==> src/modbus_mw_pkg.sv <==
package modbus_mw_pkg;
	// table sizes
	localparam int NUM_COILS = 256;
	localparam int NUM_REGS  = 64;
	localparam int BUF_BYTES = 128;
	localparam logic [16:0] COIL_LIMIT = 17'h0_0100;
	localparam logic [16:0] REG_LIMIT  = 17'h0_0040;
	localparam logic [15:0] MAX_COILS  = 16'h07B0;
	localparam logic [15:0] MAX_REGS   = 16'h003C;
	// frame layout
	localparam logic [7:0] POS_ADDR = 8'h00;
	localparam logic [7:0] POS_FUNC = 8'h01;
	localparam logic [7:0] POS_S_HI = 8'h02;
	localparam logic [7:0] POS_S_LO = 8'h03;
	localparam logic [7:0] POS_Q_HI = 8'h04;
	localparam logic [7:0] POS_Q_LO = 8'h05;
	localparam logic [7:0] POS_BCNT = 8'h06;
	localparam logic [7:0] HDR_LEN  = 8'h07;
	localparam logic [2:0] NORM_LEN = 3'h6;
	localparam logic [2:0] EXC_LEN  = 3'h3;
	// codes
	localparam logic [7:0] BCAST_ADDR   = 8'h00;
	localparam logic [7:0] FC_COILS     = 8'h0F;
	localparam logic [7:0] FC_REGS      = 8'h10;
	localparam logic [7:0] EXC_FLAG     = 8'h80;
	localparam logic [7:0] EXC_NONE     = 8'h00;
	localparam logic [7:0] EXC_ILL_FUNC = 8'h01;
	localparam logic [7:0] EXC_ILL_ADDR = 8'h02;
	localparam logic [7:0] EXC_ILL_VAL  = 8'h03;
	localparam logic [7:0] EXC_DEV_FAIL = 8'h04;
	// reset values
	localparam logic [15:0] REG_RST = 16'h0000;

	typedef struct packed {
		logic       valid;
		logic       last;
		logic       err;
		logic [7:0] data;
	} rx_byte_t;

	typedef struct packed {
		logic       valid;
		logic       last;
		logic [7:0] data;
	} tx_byte_t;

	typedef logic [NUM_REGS-1:0][15:0] hreg_bank_t;

	typedef enum logic [1:0] {S_RX, S_CHECK, S_WRITE, S_RESP} state_t;
endpackage

==> src/modbus_mw_slave.sv <==
`timescale 1ns/1ns
// Overview of operation
// RULE_01: coil block written from packed data, one bit per coil, 1 on, 0 off.
// RULE_02: coil and register addresses in a request count from zero.
// RULE_03: coil write to slave address 0 is a broadcast and is applied.
// RULE_04: broadcast accepted only for codes 5, 6, 15, 16 and loopback.
// RULE_05: coil write reply: address, function, start, quantity; no coil data.
// RULE_06: coil writes happen whether or not coils are disabled.
// RULE_07: coils are not cleared at power-up or reset; they keep last value.
// RULE_08: register write loads consecutive holding registers, at most 60.
// RULE_09: master sends 16-bit values with unused high bits zero.
// RULE_10: register write reply: address, function, start, register count.
// RULE_11: each register travels high byte first, then low byte.
// RULE_12: a frame with a communication error is dropped with no reply.
// RULE_13: master times out when no reply arrives.
// RULE_14: a well-formed request that cannot be served gets an exception.
// RULE_15: exception reply returns function code with bit 7 set.
// RULE_16: request function codes lie below 80 hex; set bit marks exception.
// RULE_17: exception data field holds only the exception code.
// RULE_18: nonexistent location gives exception code 02.
// RULE_19: master reads the exception code to learn the failure.
// RULE_20: code 01 bad function, 03 bad value or structure, 04 device failure.
// RULE_21: requests for other slave addresses are ignored silently.
// RULE_22: broadcast writes are executed but never answered.
module modbus_mw_slave
(
	// clock and reset
	input  wire logic                    clk,
	input  wire logic                    reset,
	// own slave address
	input  wire logic [7:0]              own_addr,
	// received frame bytes, check field already removed
	input  wire modbus_mw_pkg::rx_byte_t rx,
	// response bytes
	input  wire logic                    tx_ready,
	output modbus_mw_pkg::tx_byte_t      tx,
	// data tables
	output logic [modbus_mw_pkg::NUM_COILS-1:0] coils,
	output modbus_mw_pkg::hreg_bank_t           holding
);
	import modbus_mw_pkg::*;

	state_t                 state_ff;
	logic   [7:0]           rx_cnt_ff;
	logic   [8:0]           len_ff;
	logic   [7:0]           addr_ff;
	logic   [7:0]           func_ff;
	logic   [15:0]          start_ff;
	logic   [15:0]          qty_ff;
	logic   [7:0]           bcnt_ff;
	logic   [7:0]           buf_ff [BUF_BYTES];
	logic   [7:0]           exc_ff;
	logic   [7:0]           k_ff;
	logic   [2:0]           out_cnt_ff;
	tx_byte_t               tx_ff;
	logic   [NUM_COILS-1:0] coils_ff;
	hreg_bank_t             holding_ff;
	logic   [7:0]           nxt_exc;
	logic   [15:0]          coil_bytes;
	logic   [16:0]          end_addr;
	logic                   len_ok;
	logic                   bcast;
	logic                   done_write;
	logic                   frame_end;
	logic                   frame_take;

	function automatic logic is_write_fc(input logic [7:0] f);
		return (f == FC_COILS) || (f == FC_REGS);
	endfunction

	function automatic logic [7:0] resp_byte(input logic [2:0] idx, input logic [7:0] a,
		input logic [7:0] f, input logic [7:0] e, input logic [15:0] s, input logic [15:0] q);
		logic [7:0] b;
		b = a;
		unique case (idx)
			3'h0: b = a;
			3'h1: b = (e != EXC_NONE) ? (f | EXC_FLAG) : f; // [RULE_15] [RULE_16]
			3'h2: b = (e != EXC_NONE) ? e : s[15:8];        // [RULE_17]
			3'h3: b = s[7:0];
			3'h4: b = q[15:8];
			3'h5: b = q[7:0];
			default: b = a;
		endcase
		return b;
	endfunction

	assign tx      = tx_ff;
	assign coils   = coils_ff;
	assign holding = holding_ff;

	assign bcast      = (addr_ff == BCAST_ADDR);
	assign frame_end  = (state_ff == S_RX) && rx.valid && rx.last;
	assign frame_take = frame_end && !rx.err && (rx_cnt_ff != POS_ADDR)
		&& ((addr_ff == own_addr) || (addr_ff == BCAST_ADDR)); // [RULE_12] [RULE_21]
	assign done_write = (state_ff == S_WRITE) && ({8'h00, k_ff} == qty_ff - 16'h0001);

	// request checking, structure before address
	always_comb
	begin
		coil_bytes = {3'b000, qty_ff[15:3]} + {15'h0000, |qty_ff[2:0]};
		end_addr   = {1'b0, start_ff} + {1'b0, qty_ff};
		len_ok     = len_ff == ({1'b0, HDR_LEN} + {1'b0, bcnt_ff});
		nxt_exc    = EXC_NONE;
		if (!is_write_fc(func_ff))
			nxt_exc = EXC_ILL_FUNC; // [RULE_20] [RULE_14]
		else if (func_ff == FC_COILS)
		begin
			if (qty_ff == 16'h0000 || qty_ff > MAX_COILS || !len_ok
				|| {8'h00, bcnt_ff} != coil_bytes)
				nxt_exc = EXC_ILL_VAL; // [RULE_20]
			else if (end_addr > COIL_LIMIT)
				nxt_exc = EXC_ILL_ADDR; // [RULE_18]
		end
		else
		begin
			if (qty_ff == 16'h0000 || qty_ff > MAX_REGS || !len_ok
				|| {8'h00, bcnt_ff} != {qty_ff[14:0], 1'b0})
				nxt_exc = EXC_ILL_VAL; // [RULE_08] [RULE_20]
			else if (end_addr > REG_LIMIT)
				nxt_exc = EXC_ILL_ADDR; // [RULE_18]
		end
	end

	// sequencing
	always_ff @(posedge clk)
	begin
		if (reset)
			state_ff <= S_RX;
		else
		begin
			unique case (state_ff)
				S_RX:
					if (frame_take)
						state_ff <= S_CHECK;
				S_CHECK:
					if (nxt_exc == EXC_NONE)
						state_ff <= S_WRITE; // [RULE_03]
					else if (bcast)
						state_ff <= S_RX; // [RULE_04] [RULE_22]
					else
						state_ff <= S_RESP; // [RULE_14]
				S_WRITE:
					if (done_write)
						state_ff <= bcast ? S_RX : S_RESP; // [RULE_22]
				S_RESP:
					if ((!tx_ff.valid || tx_ready)
						&& out_cnt_ff == ((exc_ff != EXC_NONE) ? EXC_LEN : NORM_LEN) - 3'h1)
						state_ff <= S_RX;
			endcase
		end
	end

	// frame capture
	always_ff @(posedge clk)
	begin
		if (reset)
		begin
			rx_cnt_ff <= POS_ADDR;
			len_ff    <= 9'h000;
			addr_ff   <= BCAST_ADDR;
			func_ff   <= 8'h00;
			start_ff  <= 16'h0000;
			qty_ff    <= 16'h0000;
			bcnt_ff   <= 8'h00;
		end
		else if (state_ff == S_RX && rx.valid)
		begin
			rx_cnt_ff <= rx.last ? POS_ADDR : rx_cnt_ff + {7'h00, rx_cnt_ff != 8'hFF};
			if (rx.last)
				len_ff <= {1'b0, rx_cnt_ff} + 9'h001;
			unique case (rx_cnt_ff)
				POS_ADDR: addr_ff <= rx.data;
				POS_FUNC: func_ff <= rx.data;
				POS_S_HI: start_ff[15:8] <= rx.data; // [RULE_02]
				POS_S_LO: start_ff[7:0] <= rx.data;
				POS_Q_HI: qty_ff[15:8] <= rx.data;
				POS_Q_LO: qty_ff[7:0] <= rx.data;
				POS_BCNT: bcnt_ff <= rx.data;
				default: ;
			endcase
		end
	end

	// data bytes, kept until the whole frame is known good
	always_ff @(posedge clk)
	begin
		if (state_ff == S_RX && rx.valid && rx_cnt_ff >= HDR_LEN
			&& rx_cnt_ff < HDR_LEN + 8'(BUF_BYTES))
			buf_ff[7'(rx_cnt_ff - HDR_LEN)] <= rx.data;
	end

	always_ff @(posedge clk)
	begin
		if (reset)
			exc_ff <= EXC_NONE;
		else if (state_ff == S_CHECK)
			exc_ff <= nxt_exc;
	end

	always_ff @(posedge clk)
	begin
		if (reset || state_ff != S_WRITE)
			k_ff <= 8'h00;
		else
			k_ff <= k_ff + 8'h01;
	end

	// coils hold their value through reset, disabled or not
	always_ff @(posedge clk)
	begin
		if (state_ff == S_WRITE && func_ff == FC_COILS)
			coils_ff[start_ff[7:0] + k_ff] <=
				buf_ff[{2'b00, k_ff[7:3]}][k_ff[2:0]]; // [RULE_01] [RULE_06] [RULE_07]
	end

	always_ff @(posedge clk)
	begin
		if (reset)
			holding_ff <= {NUM_REGS{REG_RST}};
		else if (state_ff == S_WRITE && func_ff == FC_REGS)
			holding_ff[start_ff[5:0] + k_ff[5:0]] <=
				{buf_ff[{k_ff[5:0], 1'b0}], buf_ff[{k_ff[5:0], 1'b1}]}; // [RULE_08] [RULE_11]
	end

	// reply stream
	always_ff @(posedge clk)
	begin
		if (reset)
		begin
			tx_ff      <= '0;
			out_cnt_ff <= 3'h0;
		end
		else
		begin
			if (state_ff != S_RESP)
				out_cnt_ff <= 3'h0;
			if (!tx_ff.valid || tx_ready)
			begin
				if (state_ff == S_RESP)
				begin
					tx_ff.valid <= 1'b1;
					tx_ff.data  <= resp_byte(out_cnt_ff, addr_ff, func_ff, exc_ff, start_ff,
						qty_ff); // [RULE_05] [RULE_10]
					tx_ff.last  <= out_cnt_ff ==
						((exc_ff != EXC_NONE) ? EXC_LEN : NORM_LEN) - 3'h1; // [RULE_17]
					out_cnt_ff  <= out_cnt_ff + 3'h1;
				end
				else
					tx_ff <= '0;
			end
		end
	end
endmodule

==> config.mk <==
export PLATFORM = sky130hd
export DESIGN_NAME = modbus_mw_slave
export DESIGN_NICKNAME = d
export VERILOG_FILES = /design/src/modbus_mw_pkg.sv /design/src/modbus_mw_slave.sv
export SDC_FILE = /design/constraint.sdc
export NUM_CORES = 2
export LEC_CHECK = 0
export BUFFER_PORTS_ARGS = -buffer_cell sky130_fd_sc_hd__clkbuf_2
export CAP_MARGIN = 20
export CORE_MARGIN = 10
export CORE_UTILIZATION = 40
export DETAILED_ROUTE_END_ITERATION = 16
export GPL_TIMING_DRIVEN = 1
export PLACE_DENSITY = 0.67
export SYNTH_ARGS = -nofsm -noshare
export SYNTH_HDL_FRONTEND = slang
export SYNTH_SLANG_ARGS = --single-unit
export TNS_END_PERCENT = 30
==> constraint.sdc <==
create_clock -name clk -period 3.85 [get_ports clk]
set_input_delay 0.77 -clock clk [delete_from_list [all_inputs] [get_ports clk]]
set_output_delay 0.77 -clock clk [all_outputs]
set_load 0.05 [all_outputs]
# == After elaboration in Yosys (flattened, before gate mapping) ==
# Memories as Yosys holds them, arrays and structs flattened. A register that Yosys moved wholly into a read port is not among the register bits.
# Index checks and enable logic that the tools add are counted.
# classes
n_reduce_logical,43
eq_ne,28
magnitude_cmp,11
n_mux,34
add_sub_neg,12
# op_table
op,count
bitwise mux 1024 bit,1
bitwise mux 256 bit,1
demux 16 bit (select 6 bit),1
two-way mux 8 bit,5
case mux 8 bit (5 select lines),1
== test 8 x 3 -> 1 bit (second input constant),3
zero test 8 bit,3
two-way mux 7 bit,3
two-way mux 2 bit,9
adder 16 x 16 -> 17 bit,1
greater-than comparator 17 x 7 -> 1 bit (second input constant),1
greater-than comparator 17 x 9 -> 1 bit (second input constant),1
== test 8 x 16 -> 1 bit,1
== test 8 x 2 -> 1 bit (second input constant),2
greater-than comparator 16 x 11 -> 1 bit (second input constant),1
greater-than comparator 16 x 6 -> 1 bit (second input constant),1
zero test 16 bit,1
two-way mux 16 bit,1
inequality test 8 x 16 -> 1 bit,1
AND reduction 2 bit,8
nonzero test 8 bit,2
subtractor 16 x 1 -> 16 bit (second input constant),1
adder 13 x 1 -> 14 bit,1
inequality test 8 x 14 -> 1 bit,1
other kinds (41),77
# word_totals
mem_count,1
out_inout_bits,1290
inputBits,22
word_cells,210
reg_bits,1384
mem_bits_rw,1024
# mem_list
name,depth,width,rd,rd_clocked_by_memory_dff,write_ports,line_no,rtl
buf_ff,128,8,3,3,1,modbus_mw_slave.sv:51,logic [7:0] buf_ff [BUF_BYTES];

# == Depth between registers and ports, before layout ==
# logic_depth
ltp_word,11
mapped_depth,14
mapped_depth_nobuf,13

# == Worst setup path before layout ==
# Ideal clock, no wire load.
# synth_path
kind,register to register
startpoint,register k_ff[4]
endpoint,register coils_ff[0] (netlist: coils[0]) (data pin)
path_buffers,1
path_slack_ns,-0.375
required_ns,3.270
arrival_time_ns,3.645
stages_incl_launch_ff,6
synth_period_minus_slack_ns,4.225
setup_ns,0.580
path_cell_list,dfxtp_1 > clkbuf_1 > mux4_2 > mux4_2 > mux4_2 > mux4_2
# synth_via
elab_chain_cells,6
elab_cells_between_ends,7
cone_classes,add/sub (1); order compare (2); mux (3); reduce/logical (1)
# synth_rtl
item,line_no,rtl
"start, declared",modbus_mw_slave.sv:53,logic [7:0] k_ff;
"start signal, assigned",modbus_mw_slave.sv:205,k_ff <= k_ff + 8'h01;
adder 8 bit (*),modbus_mw_slave.sv:212,coils_ff[start_ff[7:0] + k_ff] <=
< comparator 8 x 9 -> 1 bit (not written as such) or >= comparator 8 x 1 -> 1 bit (tied branches),modbus_mw_slave.sv:212,
logical AND 1 bit (not written as such),modbus_mw_slave.sv:212,
two-way mux 1 bit (not written as such),modbus_mw_slave.sv:212,
demux 1 bit (select 8 bit) (*),modbus_mw_slave.sv:212,
bitwise mux 256 bit (*),modbus_mw_slave.sv:212,
"end signal, assigned by index",modbus_mw_slave.sv:212,
"end, declared",modbus_mw_slave.sv:56,logic [NUM_COILS-1:0] coils_ff;
# Every way passes the cells marked *; elsewhere a longest branch is shown, timed or not.
# A chain may end at the register's enable or synchronous reset.

# == Worst setup path in the final report ==
# layout_path
startpoint,register k_ff[4]
endpoint,register coils_ff[78] (netlist: coils[78]) (data pin)
# The elaborated chain is that of the path after synthesis.

==> impl_metrics.tcl <==
set metrics [dict create \
    layout_min_cycle_time_ps 3734 \
    drt_iter0_drc 10600 \
    cts_made_buffers 241 \
    synth_nets 7972 \
    synth_area_um2 94090 \
    routedWlPerCell_um 29.07 \
    route.detailed.drc 0 \
    vias 72880 \
    status "finished, final reports clean" \
    rsz0062_at_grt "false" \
    power_mw 53.02 \
    numPortBuffers 1311 \
    rrSetupSlack_ps 120 \
    synth_top_cell_by_area "edfxtp_1" \
    crit_start "k_ff[4]" \
    cts_tree "done" \
    start_util 0.4031 \
    worst_r2r_startpoint "k_ff[4]" \
    seq_area_frac_synth 0.6473 \
    yosys_most_used_dff "edfxtp_1" \
    routabilityCongestion 0.9260 \
    fmax_mhz 267.8 \
    synthCells 7908 \
    cp-end-kind "register" \
    clk_latency_ps 960 \
    dp_cells 12230 \
    crit_top_cell "mux4_2" \
    hold_viol_final 0 \
    grt_max_degree 177 \
    worst_path_largest_cell_delay_ps 640 \
    clockBufferDepth 3 \
    synthArstFlopShare 0 \
    ys_ff_latch 2402 \
    drive_above_1_share 0.2869 \
    powerDensity_nw_per_um2 460.4 \
    maxCapViolations 0 \
    cp_top_family "multiplexers" \
    max_slew.worst_pin.slew_ps 1076 \
    dpl.hpwl_um 257300 \
    grt_overflow 0 \
    ys_top_cells_by_area "edfxtp_1 (41%), dfxtp_1 (24%), mux4_2 (10%)" \
    fin_skew_ps 128.9 \
    instances_no_fill 12710 \
    maxSlewHeadroom 0.2827 \
    synthDistinctLibCells 70 \
    peakVddDrop_mv 0.4528 \
    clk_pin_slew_ps 60 \
    ant_nets 0 \
    final_area_um2 115200 \
    dieArea_um2 255000 \
    first_pass_iters 7 \
    fin_util 0.4934 \
    grt_pass1_wl_um 518800 \
    clockRootBuffer "clkbuf_16" \
    hold_path.class "input pin to register" \
    clock-sinks 2402 \
    synth_edf_count 1280 \
    syn_avg_cell_area_um2 11.90 \
    core_um2 233400 \
    rr_worst_depth 7 \
    path_cells "buf_12 -> mux4_2 -> mux4_2 -> mux4_2 -> mux4_4 -> buf_12 -> buf_4" \
    syn2layout_area_growth_pct 22.40 \
    cp_slowest_cell "mux4_4" \
    timing.rr.end "coils[78]" \
    cp.arrival_ps 4360 \
    num_io_pins 1312 \
    start_kind "register" \
    fp.dieH_um 505.0 \
    h-tree-depth 4 \
    post-route-period-util 0.9697 \
    setup_viol 0 \
    nNetsFinal 9407 \
    cp.depth 7 \
    drt_wl_total_um 369300 \
    p_leak_nw 39.68 \
    synth_top_area_frac 0.4085 \
    die_w_um 505.0 \
    critPathMaxFanout 41 \
    cts_hold_buffers 0 \
    crit_buf_inv 3 \
    grt_pass1_vias 69270 \
    grt_use_total 0.2760 \
    critPathKind "register to register" \
    row_count 177 \
    post_drt_via_cell_ratio 5.736 \
    drv_slew 0 \
    antenna_found_initial 19 \
    yosysWarningCount 0 \
    timing.critical_path.to "coils[78]" \
    place_area_um2 106600 \
    setup_tns_ps 0 \
    required_ps 4480 \
]
## cells by family after synthesis
| logic type | after synthesis | share of synthesized area |
|---|---|---|
| buffers and inverters | 638 | 0.03432 |
| flip-flops | 2402 | 0.6473 |
| AND/OR/NAND/NOR | 3067 | 0.1331 |
| XOR/XNOR | 85 | 0.007913 |
| AO/OA/AOI/OAI | 1242 | 0.06964 |
| multiplexers | 432 | 0.1020 |
| adder cells (fa/ha/maj) | 42 | 0.005745 |
## worst min-delay path: cells and delay by family
family / cells / cell delay [ps]
AND/OR/NAND/NOR: 2 / 190
AO/OA/AOI/OAI: 1 / 50
buffers and inverters: 1 / 90
## how the worst min path moves through the flow
stage | start | cells after the start | slack, ps | to
finish | tx_ready | 4 | 280 | out_cnt_ff[1]
global route | tx_ready | 4 | 240 | out_cnt_ff[1]
CTS | tx_ready | 4 | 190 | out_cnt_ff[1]
detailed placement | holding[900] | 2 | 440 | holding[900]
global placement | holding[385] | 2 | 440 | holding[385]
floorplan | len_ff[1] | 2 | 450 | len_ff[1]
## layout make-up
| class | count | area, µm² |
|---|---|---|
| Multi-Input combinational cell | 4868 | 30470 |
| Sequential cell | 2402 | 60920 |
| Clock buffer | 318 | 6645 |
| Clock inverter | 144 | 1897 |
| Timing Repair Buffer | 1808 | 11200 |
| Inverter | 22 | 82.58 |
| Tap cell | 3132 | 3919 |
| Antenna cell | 11 | 27.53 |
| Fill cell | 20250 | 118300 |
## cells in the mapped netlist (all sizes together) (3+ instances only)
cell,instances
nand2,2246
edfxtp,1280
dfxtp,1122
a21oi,1114
mux4,421
clkbuf,362
nor3,350
buf,254
nor2,206
nand3,146
xor2,45
ha,40
xnor2,40
o21ai,26
inv,22
or3,19
a211oi,18
nor4,15
and3,14
nand4,14
a2111oi,9
a21o,9
a22o,9
nand2b,8
and2,7
mux2,7
nor2b,7
nor3b,7
o21bai,7
nand3b,6
a221o,5
a222oi,5
a31oi,5
nand4b,5
or4,5
a22oi,4
mux2i,4
nor4b,4
o211ai,4
or2,4
o21a,3
o22ai,3
## registers in the layout (all words and copies together) (netlist names)
signal      flops
buf_ff       1024
holding      1024
coils         256
qty_ff         16
start_ff       16
tx             10
len_ff          9
addr_ff         8
bcnt_ff         8
func_ff         8
k_ff            8
rx_cnt_ff       8
out_cnt_ff      3
exc_ff          2
state_ff        2
## metal layers
metal	vias up	share of wire	global-route usage
li1	31060	-	-
met1	35780	0.36	0.3492
met2	5094	0.45	0.4314
met3	935	0.12	0.08248
met4	4	0.060	0.1361
met5	-	0.000084	0
## per-stage QoR
stage                     hold slack [ps]  setup WS [ps]
after floorplan                     448.1          31.32
after global placement              437.5         -120.4
after detailed placement            442.1         -181.0
after CTS                           195.0          12.49
after global routing                244.6          24.90
final                               283.0          116.5
## cells in the final DEF, fill, tap and decap left out, types with 70 or more instances in the layout
master,netlist,layout
nand2_1,2246,2242
clkbuf_2,1,1305
edfxtp_1,1280,1280
dfxtp_1,1122,1116
a21oi_1,1113,1112
buf_4,29,435
mux4_2,421,404
nor3_1,344,281
clkbuf_16,0,242
nor2_1,206,199
nand3_1,146,139
buf_12,0,70
## report_power, final
group | internal (mW) | leakage (nW) | switching (mW) | total (mW)
logic | 0.321 | 15.0 | 0.873 | 1.19
clock network | 14.3 | 4.17 | 10.6 | 24.9
registers | 26.9 | 20.5 | 0.0366 | 27.0
## what timing repair did
| action | CTS | global route |
|---|---|---|
| pin swaps | 0 | 0 |
| buffers inserted | 0 | 1 |
| gates cloned | 0 | 0 |
| setup endpoints to repair | 92 | 102 |
| gates resized for setup | 1 | 3 |
(Power assumes the default switching activity.)
